`src/shared/plh_pkg.sv`:
```
`default_nettype none

package plh_pkg;

  // ----------------------------------------------------------------
  // serial frame layout
  // ----------------------------------------------------------------
  localparam int ADDR_W = 7;
  localparam int RD_BIT = 7;
  localparam logic [3:0] BYTE_LAST = 4'h7;
  localparam logic [3:0] WORD_LAST = 4'hf;

  // ----------------------------------------------------------------
  // pages and common offsets
  // ----------------------------------------------------------------
  localparam logic [7:0] PAGE_LOW = 8'h07;
  localparam logic [7:0] PAGE_HYST = 8'h08;
  localparam logic [6:0] OFS_NOP = 7'h00;
  localparam logic [6:0] OFS_PAGE = 7'h01;
  localparam logic [6:0] OFS_CONVERT = 7'h02;
  localparam logic [6:0] OFS_RESULT = 7'h03;
  localparam logic [6:0] OFS_DAC_EN = 7'h04;
  localparam logic [6:0] OFS_GPIO = 7'h05;
  localparam logic [6:0] OFS_DEV_ID = 7'h0c;
  localparam logic [6:0] OFS_SOFT_RST = 7'h0f;
  localparam logic [6:0] OFS_PAGED = 7'h10;

  // ----------------------------------------------------------------
  // reset values
  // ----------------------------------------------------------------
  localparam logic [7:0] RST_BYTE = 8'h00;
  localparam logic [15:0] RST_WORD = 16'h0000;

  // ----------------------------------------------------------------
  // threshold field: msb in bit 15, lsb in bit 4, bits 3..0 reserved
  // ----------------------------------------------------------------
  localparam int THR_W = 12;
  localparam int THR_LSB = 4;
  localparam logic [3:0] RSVD_LOW = 4'h0;
  localparam logic [11:0] RST_THR = 12'h000;

  // ----------------------------------------------------------------
  // paged register maps
  // ----------------------------------------------------------------
  localparam int LOW_N = 12;
  localparam int HYST_N = 11;
  localparam logic [6:0] LOW_OFS [0:LOW_N-1] = '{
    7'h10, 7'h11, 7'h12, 7'h13, 7'h14, 7'h15, 7'h16, 7'h17,
    7'h28, 7'h29, 7'h2a, 7'h2b};
  localparam logic [6:0] HYST_OFS [0:HYST_N-1] = '{
    7'h10, 7'h11, 7'h12, 7'h13, 7'h20, 7'h21, 7'h22,
    7'h28, 7'h29, 7'h2a, 7'h2b};

  typedef enum logic [1:0] {
    ST_IDLE,
    ST_ADDR,
    ST_LOAD,
    ST_DATA
  } plh_state_t;

endpackage

`default_nettype wire

```
`src/plh_bank.sv`:
```
// Function
// RQ1 - With page 0x07 selected, offsets 0x10 and up reach the low-limit registers, all zero after reset.
// RQ2 - Low-limit offsets 0x10 to 0x13 are 16-bit read/write limits for the four supply channels in order.
// RQ3 - Low-limit offsets 0x14 to 0x17 hold the limits of the four bipolar output monitor channels.
// RQ4 - Low-limit offsets 0x28 to 0x2b hold the limits of the four shunt positive monitors in order.
// RQ5 - Each limit keeps a 12-bit threshold in bits 15 to 4 and bits 3 to 0 are reserved.
// RQ6 - With page 0x08 selected, offsets 0x10-0x13, 0x20-0x22 and 0x28-0x2b are zero-reset hysteresis.
// RQ7 - Offset 0x02 is a write-only trigger with no storage and 0x03 is a read-only zero-reset result; the code keeps the 0x02 byte on convert_code.
// RQ8 - Offsets 0x00 to 0x0f decode the same on every page so the page pointer is always reachable.
// RQ9 - The host writes bit 15 of every temperature hysteresis register as one.
`timescale 1ns/1ps
`default_nettype none

module plh_bank #(
  parameter logic [15:0] DEV_ID = 16'h5a5a  // arbitrary value
) (
  // clock and reset
  input wire logic core_clk,
  input wire logic reset_n,
  // serial register port
  input wire logic cs_n,
  input wire logic sclk,
  input wire logic sdi,
  output logic sdo,
  output logic sdo_oe_n,
  // conversion engine
  input wire logic result_valid,
  input wire logic [15:0] result_data,
  output logic convert_strobe,
  output logic [7:0] convert_code,
  // common controls
  output logic [7:0] page_select,
  output logic [7:0] dac_output_enable,
  output logic [7:0] gpio_levels,
  output logic [15:0] soft_reset_control,
  // thresholds for the alert logic
  output logic [plh_pkg::LOW_N*plh_pkg::THR_W-1:0] low_limits,
  output logic [plh_pkg::HYST_N*plh_pkg::THR_W-1:0] hysteresis
);

  // ----------------------------------------------------------------
  // elaboration checks
  // ----------------------------------------------------------------
  if (plh_pkg::THR_W + plh_pkg::THR_LSB != 16) begin : g_bad_field
    $error("threshold field does not fill a 16-bit word");
  end

  // ----------------------------------------------------------------
  // pin synchronisers
  // ----------------------------------------------------------------
  logic [2:0] pin_m_ff;
  logic [2:0] pin_s_ff;
  logic sclk_d_ff;
  logic cs_n_s;
  logic sclk_s;
  logic sdi_s;
  logic sclk_rise;
  logic sclk_fall;

  always_ff @(posedge core_clk or negedge reset_n) begin
    if (!reset_n) begin
      pin_m_ff <= 3'h4;
      pin_s_ff <= 3'h4;
      sclk_d_ff <= 1'b0;
    end else begin
      pin_m_ff <= {cs_n, sclk, sdi};
      pin_s_ff <= pin_m_ff;
      sclk_d_ff <= pin_s_ff[1];
    end
  end

  assign cs_n_s = pin_s_ff[2];
  assign sclk_s = pin_s_ff[1];
  assign sdi_s = pin_s_ff[0];
  // sclk is oversampled, so it must stay below a quarter of core_clk
  assign sclk_rise = sclk_s & ~sclk_d_ff;
  assign sclk_fall = ~sclk_s & sclk_d_ff;

  // ----------------------------------------------------------------
  // frame state machine
  // ----------------------------------------------------------------
  plh_pkg::plh_state_t state_ff, nxt_state;
  logic [3:0] cnt_ff, nxt_cnt;
  logic [15:0] rx_ff, nxt_rx;
  logic [15:0] tx_ff, nxt_tx;
  logic [6:0] addr_ff, nxt_addr;
  logic rd_ff, nxt_rd;
  logic wr_stb_ff, nxt_wr_stb;
  logic [15:0] wr_data_ff, nxt_wr_data;
  logic [15:0] rx_in;
  logic is16;
  logic [3:0] last_bit;
  logic [15:0] rdata;
  logic [15:0] tx_load;

  assign rx_in = {rx_ff[14:0], sdi_s};
  assign is16 = (addr_ff == plh_pkg::OFS_RESULT) || (addr_ff == plh_pkg::OFS_DEV_ID) ||
                (addr_ff == plh_pkg::OFS_SOFT_RST) || (addr_ff >= plh_pkg::OFS_PAGED);
  assign last_bit = is16 ? plh_pkg::WORD_LAST : plh_pkg::BYTE_LAST;
  // byte registers go out left-justified so the msb is always first
  assign tx_load = is16 ? rdata : {rdata[7:0], plh_pkg::RST_BYTE};

  always_comb begin
    nxt_state = state_ff;
    nxt_cnt = cnt_ff;
    nxt_rx = rx_ff;
    nxt_tx = tx_ff;
    nxt_addr = addr_ff;
    nxt_rd = rd_ff;
    nxt_wr_stb = 1'b0;
    nxt_wr_data = wr_data_ff;
    case (state_ff)
      plh_pkg::ST_IDLE: begin
        if (!cs_n_s) begin
          nxt_state = plh_pkg::ST_ADDR;
          nxt_cnt = '0;
        end
      end
      plh_pkg::ST_ADDR: begin
        if (cs_n_s) begin
          nxt_state = plh_pkg::ST_IDLE;
        end else if (sclk_rise) begin
          nxt_rx = rx_in;
          nxt_cnt = cnt_ff + 4'h1;
          if (cnt_ff == plh_pkg::BYTE_LAST) begin
            nxt_addr = rx_in[plh_pkg::ADDR_W-1:0];
            nxt_rd = rx_in[plh_pkg::RD_BIT];
            nxt_state = plh_pkg::ST_LOAD;
          end
        end
      end
      plh_pkg::ST_LOAD: begin
        nxt_tx = tx_load;
        nxt_cnt = '0;
        nxt_state = cs_n_s ? plh_pkg::ST_IDLE : plh_pkg::ST_DATA;
      end
      plh_pkg::ST_DATA: begin
        if (cs_n_s) begin
          // a frame cut short never writes
          nxt_state = plh_pkg::ST_IDLE;
        end else if (sclk_rise) begin
          nxt_rx = rx_in;
          nxt_cnt = cnt_ff + 4'h1;
          if (cnt_ff == last_bit) begin
            nxt_wr_stb = ~rd_ff;
            nxt_wr_data = rx_in;
            nxt_cnt = '0;
            nxt_state = plh_pkg::ST_ADDR;
          end
        end else if (sclk_fall && rd_ff && cnt_ff != 4'h0) begin
          nxt_tx = {tx_ff[14:0], 1'b0};
        end
      end
      default: begin
        nxt_state = plh_pkg::ST_IDLE;
      end
    endcase
  end

  always_ff @(posedge core_clk or negedge reset_n) begin
    if (!reset_n) begin
      state_ff <= plh_pkg::ST_IDLE;
      cnt_ff <= '0;
      rx_ff <= plh_pkg::RST_WORD;
      tx_ff <= plh_pkg::RST_WORD;
      addr_ff <= plh_pkg::OFS_NOP;
      rd_ff <= 1'b0;
      wr_stb_ff <= 1'b0;
      wr_data_ff <= plh_pkg::RST_WORD;
    end else begin
      state_ff <= nxt_state;
      cnt_ff <= nxt_cnt;
      rx_ff <= nxt_rx;
      tx_ff <= nxt_tx;
      addr_ff <= nxt_addr;
      rd_ff <= nxt_rd;
      wr_stb_ff <= nxt_wr_stb;
      wr_data_ff <= nxt_wr_data;
    end
  end

  assign sdo = tx_ff[15];
  assign sdo_oe_n = ~((state_ff == plh_pkg::ST_DATA) && rd_ff);

  // ----------------------------------------------------------------
  // common registers, same on every page
  // ----------------------------------------------------------------
  logic [7:0] page_ff;
  logic [7:0] dac_en_ff;
  logic [7:0] gpio_ff;
  logic [15:0] soft_rst_ff;
  logic [15:0] result_ff;
  logic convert_ff;
  logic [7:0] convert_code_ff;
  logic wr_page;
  logic wr_convert;

  assign wr_page = wr_stb_ff && addr_ff == plh_pkg::OFS_PAGE;  // RQ8
  assign wr_convert = wr_stb_ff && addr_ff == plh_pkg::OFS_CONVERT;  // RQ7

  always_ff @(posedge core_clk or negedge reset_n) begin
    if (!reset_n) begin
      page_ff <= plh_pkg::RST_BYTE;
      dac_en_ff <= plh_pkg::RST_BYTE;
      gpio_ff <= plh_pkg::RST_BYTE;
      soft_rst_ff <= plh_pkg::RST_WORD;
      result_ff <= plh_pkg::RST_WORD;
      convert_ff <= 1'b0;
      convert_code_ff <= plh_pkg::RST_BYTE;
    end else begin
      if (wr_page) page_ff <= wr_data_ff[7:0];  // RQ8
      if (wr_stb_ff && addr_ff == plh_pkg::OFS_DAC_EN) dac_en_ff <= wr_data_ff[7:0];
      if (wr_stb_ff && addr_ff == plh_pkg::OFS_GPIO) gpio_ff <= wr_data_ff[7:0];
      if (wr_stb_ff && addr_ff == plh_pkg::OFS_SOFT_RST) soft_rst_ff <= wr_data_ff;
      // result only follows the engine; bus writes never reach it
      if (result_valid) result_ff <= result_data;  // RQ7
      convert_ff <= wr_convert;  // RQ7
      if (wr_convert) convert_code_ff <= wr_data_ff[7:0];
    end
  end

  assign convert_strobe = convert_ff;
  assign convert_code = convert_code_ff;
  assign page_select = page_ff;
  assign dac_output_enable = dac_en_ff;
  assign gpio_levels = gpio_ff;
  assign soft_reset_control = soft_rst_ff;

  // ----------------------------------------------------------------
  // paged limit and hysteresis registers
  // ----------------------------------------------------------------
  logic page_low;
  logic page_hyst;
  logic [plh_pkg::LOW_N:0] low_any;
  logic [plh_pkg::HYST_N:0] hyst_any;
  logic [plh_pkg::THR_W-1:0] low_rd [0:plh_pkg::LOW_N];
  logic [plh_pkg::THR_W-1:0] hyst_rd [0:plh_pkg::HYST_N];

  assign page_low = page_ff == plh_pkg::PAGE_LOW;  // RQ1
  assign page_hyst = page_ff == plh_pkg::PAGE_HYST;  // RQ6
  assign low_any[0] = 1'b0;
  assign hyst_any[0] = 1'b0;
  assign low_rd[0] = plh_pkg::RST_THR;
  assign hyst_rd[0] = plh_pkg::RST_THR;

  // entries 0-3 supplies, 4-7 bipolar monitors, 8-11 shunt monitors
  for (genvar i = 0; i < plh_pkg::LOW_N; i++) begin : g_low
    logic [plh_pkg::THR_W-1:0] thr_ff;
    logic hit;
    assign hit = page_low && addr_ff == plh_pkg::LOW_OFS[i];  // RQ1
    always_ff @(posedge core_clk or negedge reset_n) begin
      if (!reset_n) begin
        thr_ff <= plh_pkg::RST_THR;  // RQ1
      end else if (wr_stb_ff && hit) begin
        thr_ff <= wr_data_ff[15:plh_pkg::THR_LSB];  // RQ2 RQ3 RQ4 RQ5
      end
    end
    assign low_any[i+1] = low_any[i] | hit;
    assign low_rd[i+1] = low_rd[i] | (hit ? thr_ff : plh_pkg::RST_THR);
    assign low_limits[i*plh_pkg::THR_W +: plh_pkg::THR_W] = thr_ff;
  end

  // entries 0-3 voltage inputs, 4-6 temperatures, 7-10 current sense
  for (genvar j = 0; j < plh_pkg::HYST_N; j++) begin : g_hyst
    logic [plh_pkg::THR_W-1:0] thr_ff;
    logic hit;
    assign hit = page_hyst && addr_ff == plh_pkg::HYST_OFS[j];  // RQ6
    always_ff @(posedge core_clk or negedge reset_n) begin
      if (!reset_n) begin
        thr_ff <= plh_pkg::RST_THR;  // RQ6
      end else if (wr_stb_ff && hit) begin
        // temperature bit 15 is stored as written, never forced
        thr_ff <= wr_data_ff[15:plh_pkg::THR_LSB];  // RQ6 RQ9
      end
    end
    assign hyst_any[j+1] = hyst_any[j] | hit;
    assign hyst_rd[j+1] = hyst_rd[j] | (hit ? thr_ff : plh_pkg::RST_THR);
    assign hysteresis[j*plh_pkg::THR_W +: plh_pkg::THR_W] = thr_ff;
  end

  // ----------------------------------------------------------------
  // read selection; unmapped offsets and other pages read zero
  // ----------------------------------------------------------------
  logic [15:0] common_rd;
  logic [15:0] paged_rd;

  assign common_rd =
    (addr_ff == plh_pkg::OFS_PAGE) ? {plh_pkg::RST_BYTE, page_ff} :
    (addr_ff == plh_pkg::OFS_RESULT) ? result_ff :
    (addr_ff == plh_pkg::OFS_DAC_EN) ? {plh_pkg::RST_BYTE, dac_en_ff} :
    (addr_ff == plh_pkg::OFS_GPIO) ? {plh_pkg::RST_BYTE, gpio_ff} :
    (addr_ff == plh_pkg::OFS_DEV_ID) ? DEV_ID :
    (addr_ff == plh_pkg::OFS_SOFT_RST) ? soft_rst_ff :
    plh_pkg::RST_WORD;  // RQ7 RQ8
  assign paged_rd =
    low_any[plh_pkg::LOW_N] ? {low_rd[plh_pkg::LOW_N], plh_pkg::RSVD_LOW} :
    hyst_any[plh_pkg::HYST_N] ? {hyst_rd[plh_pkg::HYST_N], plh_pkg::RSVD_LOW} :
    plh_pkg::RST_WORD;  // RQ5
  assign rdata = (addr_ff < plh_pkg::OFS_PAGED) ? common_rd : paged_rd;  // RQ8

  // ----------------------------------------------------------------
  // assertions
  // ----------------------------------------------------------------
  a_limits_reset_zero: assert property (  // RQ1
    @(posedge core_clk) $rose(reset_n) |-> (low_limits == '0 && hysteresis == '0))
    else $error("limit or hysteresis not zero after reset");

  a_supply_limit_wr: assert property (  // RQ2
    @(posedge core_clk) disable iff (!reset_n)
    (wr_stb_ff && page_low && addr_ff == 7'h13)
    |=> low_limits[47:36] == $past(wr_data_ff[15:4]))
    else $error("negative supply low limit not written");

  a_monitor_limit_wr: assert property (  // RQ3
    @(posedge core_clk) disable iff (!reset_n)
    (wr_stb_ff && page_low && addr_ff == 7'h14)
    |=> low_limits[59:48] == $past(wr_data_ff[15:4]) && $stable(low_limits[47:0]))
    else $error("bipolar monitor 0 low limit write wrong");

  a_shunt_limit_wr: assert property (  // RQ4
    @(posedge core_clk) disable iff (!reset_n)
    (wr_stb_ff && page_low && addr_ff == 7'h2b)
    |=> low_limits[143:132] == $past(wr_data_ff[15:4]))
    else $error("shunt monitor 3 low limit not written");

  a_reserved_reads_zero: assert property (  // RQ5
    @(posedge core_clk) disable iff (!reset_n)
    (state_ff == plh_pkg::ST_LOAD && addr_ff >= 7'h10)
    |=> (state_ff != plh_pkg::ST_DATA) || tx_ff[3:0] == 4'h0)
    else $error("reserved limit bits read non-zero");

  a_temp_hyst_wr: assert property (  // RQ6
    @(posedge core_clk) disable iff (!reset_n)
    (wr_stb_ff && page_hyst && addr_ff == 7'h22)
    |=> hysteresis[83:72] == $past(wr_data_ff[15:4]) && $stable(low_limits))
    else $error("diode 1 hysteresis write wrong");

  a_convert_one_pulse: assert property (  // RQ7
    @(posedge core_clk) disable iff (!reset_n)
    convert_strobe |-> $past(wr_stb_ff && addr_ff == 7'h02) ##1 !convert_strobe)
    else $error("convert strobe not a single pulse after a write");

  a_result_read_only: assert property (  // RQ7
    @(posedge core_clk) disable iff (!reset_n)
    (wr_stb_ff && addr_ff == 7'h03 && !result_valid) |=> $stable(result_ff))
    else $error("result register changed by a bus write");

  a_page_any_page: assert property (  // RQ8
    @(posedge core_clk) disable iff (!reset_n)
    (wr_stb_ff && addr_ff == 7'h01) |=> page_select == $past(wr_data_ff[7:0]))
    else $error("page pointer write lost");

endmodule  // plh_bank

`default_nettype wire

```
`config.mk`:
```
export PLATFORM = sky130hd
export DESIGN_NAME = plh_bank
export DESIGN_NICKNAME = d
export VERILOG_FILES = /design/src/shared/plh_pkg.sv /design/src/plh_bank.sv
export SDC_FILE = /design/constraint.sdc
export NUM_CORES = 1
export LEC_CHECK = 0
export BUFFER_PORTS_ARGS = -buffer_cell sky130_fd_sc_hd__buf_2
export CAP_MARGIN = 20
export CELL_PAD_IN_SITES_DETAIL_PLACEMENT = 0
export CELL_PAD_IN_SITES_GLOBAL_PLACEMENT = 1
export CORE_ASPECT_RATIO = 1.75
export CORE_MARGIN = 2
export CORE_UTILIZATION = 47
export CTS_BUF_LIST = sky130_fd_sc_hd__clkbuf_8
export CTS_CLUSTER_SIZE = 12
export DETAILED_ROUTE_END_ITERATION = 12
export MAX_ROUTING_LAYER = met4
export PLACE_DENSITY_LB_ADDON = 0.1
export SETUP_SLACK_MARGIN = 0.5
export SLEW_MARGIN = 20
export SYNTH_ARGS = -nofsm -noshare
export SYNTH_HDL_FRONTEND = slang
export SYNTH_SLANG_ARGS = --single-unit
```
`constraint.sdc`:
```
create_clock -name core_clk -period 3.45 [get_ports core_clk]
set_input_delay 0.5175 -clock core_clk [delete_from_list [all_inputs] [get_ports core_clk]]
set_output_delay 0.5175 -clock core_clk [all_outputs]
set_load 0.02 [all_outputs]
```
==> summary.md <==
The power dissipated by switching net loads was 2.16 mW; the warning count from the yosys run was 0. The clock network is responsible for 43.8% of the overall power. The tree built by TritonCTS fans out to 410 sinks. Kind of capture point of the worst setup path: a flop.

The placer congestion estimate came out at 0.978. CTS built an H-tree with a depth of 2. The detailed-routing iteration count for the pre-antenna-repair pass was 7; the overflow left after global routing was 0. The die boundary width was 155 µm.

The tools report the final-layout setup total negative slack as 0 ns. The library cell with the largest summed area after synthesis is dfrtp_1. By area the synthesized netlist is led by dfrtp_1 54%, mux2_2 22%, a22oi_1 2.4%.

The required time of the critical path is 4.02 ns. The total length of routed wires is 79100 µm, and the delay of the slowest critical-path stage is 0.67 ns. In this run the worst hold path is classified as in2reg. The initial standard-cell utilization of the core was 47.8%; the per-cell via count in the routed design was 6.37. The logs give 1236 for the DRC marker count from the first detailed-route iteration and 58600 µm for the post-DP HPWL. In the global route stage, met2 resource usage came out at 64.8%. The critical path goes through or4_4, buf_4, or4_1, nor2_2, buf_4, a221o_2, nor3_2, o21ai_1.

Counting every net in the synthesized netlist gives 1461. The critical path is of the reg2reg type. The count of flip-flops with a built-in enable after synthesis is 0, and the first-pass GRT wire length is 112000 µm.

The run gives 43.5% as the global routing met1 resource utilization. Global routing consumed, on the met3 layer, 4.73% of the routing resources. Per report_power, the sequential group accounts for 53.7% of the total. The areal power density over the cells came out at 395 mW/mm². Number of max-cap violations: 0. The y dimension of the die was 268 µm. The area share of the largest cell type after synthesis is 54.3%, and the clock transition time at the flip-flop clock pins of the worst setup and hold paths is 0.07 ns. By instance count, the cell type seen most on the critical path is buf_4. For the via count of the first global-routing pass, the log shows 15731. TritonCTS built the clock tree. Dividing the final minimum period by the clock period gives 85.3%. The number of antenna-violating nets in the routed design was 0. The longest clock path from root to sink contains 3 buffers. The tools report the initial antenna violation count as 1.

The commonest register cell after synthesis was dfrtp_1. Synthesis inferred 410 register bits. The final route contains 15394 vias. In this run the cell area of the synthesized design comes to 0.0188 mm².

The root buffer selected by CTS is clkbuf_8. The logs give 39.0% for the total global routing track utilization and 0.345 mV for the worst voltage drop across the vdd grid. By count the netlist is led by 408 x dfrtp_1, 364 x mux2_2, 79 x nand2_1. The number of CTS-inserted buffers was 59. Buffers placed on the I/O ports in this run total 348. Setup repair after global routing could not meet its margin everywhere.

In the routed design, unresolved DRC markers number 0. The mean post-synth cell area was 13.1 µm²; the achievable frequency was 340 MHz. The worst-case clock skew was 0.0368 ns; the largest net degree at the start of global routing was 86. For this run, asynchronously set or reset flops after synthesis account for 100%.

The worst setup path is launched from a flop. Of all nets on the critical path, the largest fanout is 10. After synthesis, flip-flops and latches occupy 54.6% of the total area. The net count of the finished layout is 1900. Library cell with the highest instance count after synthesis: dfrtp_1. In this run switching power makes up 23.5% of total power. The worst-skew pair later-pin latency came out at 0.65 ns. The most used routing layer was met2. The run gives 0 as the count of final hold-check violations. For the pin with the worst max-slew slack, the measured transition is 1.15 ns. Across all hold checks on the routed design, the worst slack comes to 0.108 ns.

The clock period could shrink to 2.94 ns. In the final routed layout, each cell accounts on average for 32.7 µm. Synthesis produced a netlist whose cell count is 1437. The region available for standard cell placement spans 0.0393 mm². The initialized floorplan defines 96 standard-cell rows.

The tools report the total count of max-transition violations in the final report as 0. Yosys mapped the design onto 80 distinct sky130hd cell types. The flow ran to the end, and the final reports show no timing, DRC or antenna violations. Data arrives at the worst endpoint at 3.51 ns.

The cell with the largest stage delay on the worst path was or4_4. In the final layout, the share of cells above drive strength 1 is 52.9%. The family with the most delay on the worst path is simple AND/OR/NAND/NOR gates.

Combinational logic is responsible for 2.5% of the overall power. The internal power of the cells totals 7.04 mW. The die covers 0.0416 mm². For this design the top-level I/O count stands at 349. Summed over all cells, the static leakage comes to 12.0 nW.

The worst pin sits at a relative slew slack of 23.6%. Setup violations remaining at the end of the flow were counted as 0. The area added between synthesis and finish came out at 23.9%.

The buffering stage count on the worst path with inverters included was 2.
==> power groups by stage <==
stage	clock network (mW)	logic [mW]	registers (mW)
6_report	4.03	0.226	4.95
5_1_grt	4.28	0.254	4.95
4_1_cts	4.08	0.232	4.95
3_5_place_dp	0	0.227	5.04
3_3_place_gp	0	0.222	5.04
2_1_floorplan	0	0.0950	4.98
==> worst paths after layout <==
check	end	cells after the start	slack (ns)	startpoint
max in group asynchronous	g_low[0].thr_ff[0]$_DFFE_PN0P_	3	1.89	reset_n
worst max register to register	tx_ff[15]$_DFFE_PN0P_	8	0.51	page_select[6]$_DFFE_PN0P_
worst min register to register	pin_s_ff[1]$_DFF_PN0_	0	0.35	pin_m_ff[1]$_DFF_PN0_
worst max-delay path	tx_ff[15]$_DFFE_PN0P_	8	0.51	page_select[6]$_DFFE_PN0P_
min in group asynchronous	convert_code[4]$_DFFE_PN0P_	2	0.51	reset_n
worst min-delay path	result_ff[15]$_DFFE_PN0P_	2	0.11	result_data[15]
==> worst register-to-register path, delay by kind of cell (launching register included) <==
family	cells	cell delay, ns
AND/OR/NAND/NOR	4	1.49
buffers and inverters	2	0.46
AO/OA/AOI/OAI	2	0.45
flip-flops	1	0.49
==> cells by family (layout without fill, tap and decap cells) <==
| kind of cell | after synthesis | count (layout) | synth area share [%] |
|---|---|---|---|
| AO/OA/AOI/OAI | 213 | 213 | 8.86 |
| XOR/XNOR | 2 | 2 | 0.0933 |
| adder cells (fa/ha/maj) | 2 | 2 | 0.133 |
| buffers and inverters | 117 | 605 | 2.91 |
| flip-flops | 410 | 410 | 54.6 |
| multiplexers | 383 | 383 | 23.1 |
| other | 0 | 1 | 0 |
| AND/OR/NAND/NOR | 310 | 311 | 10.2 |
==> repair_timing <==
item / in CTS / in global routing
pin swaps: 3 / 5
hold buffers: 4 / 0
setup endpoints to repair: 32 / 52
setup buffers: 7 / 8
gates cloned: 1 / 1
gates resized for setup: 19 / 22
endpoints found under the hold margin: 79 / 0
==> stage by stage <==
stage                     util (%)  cells  power, mW  area [µm²]  worst slack (ns)
after floorplan                  -   1437       5.08       18800             0.866
after global placement        55.1   2284       5.26       21700            0.0818
after detailed placement      55.1   2284       5.26       21700            0.0875
after CTS                     58.7   2407       9.26       23100             0.468
after global routing          59.3   2417       9.49       23300             0.487
final                         59.3   2417       9.20       23300             0.506
==> flip-flops by register name, indices dropped and copies added, names as in the netlist, 2 cells and up <==
register	cells
cnt_ff	4
result_ff	16
pin_m_ff	3
soft_reset_control	16
addr_ff	7
convert_code	8
g_low.thr_ff	144
pin_s_ff	3
g_hyst.thr_ff	132
wr_data_ff	16
dac_output_enable	8
tx_ff	16
gpio_levels	8
state_ff	2
page_select	8
rx_ff	15
==> metal layers <==
metal	vias up	routed length (µm)
met3	279	4650
met4	0	6890
met5	-	0
li1	6335	-
met1	7945	28200
met2	835	39300
==> layout by cell type, fill, tap and decap left out, types with 14 or more instances in the layout <==
master	synthesis	layout
a221oi_1	23	21
buf_2	29	347
a22oi_1	61	61
dfrtp_1	408	399
clkbuf_8	0	78
nand2_1	79	79
nand4_1	19	19
nor4_2	13	15
nand3_1	29	29
o21ai_0	20	20
inv_1	7	28
mux2_2	364	364
nor3_1	24	20
nor2_1	40	40
a21oi_1	14	14
a22o_1	20	20
a222oi_1	14	14
buf_4	7	125
==> layout make-up <==
cell class	instances	area, µm²
Inverter	7	26.3
Sequential cell	410	10300
Clock inverter	33	173
Timing Repair Buffer	487	2940
Antenna cell	1	2.50
Fill cell	3359	16000
Multi-Input combinational cell	911	8180
Tap cell	490	613
Clock buffer	78	1070
Note: power is estimated with default switching activity, not from simulation.
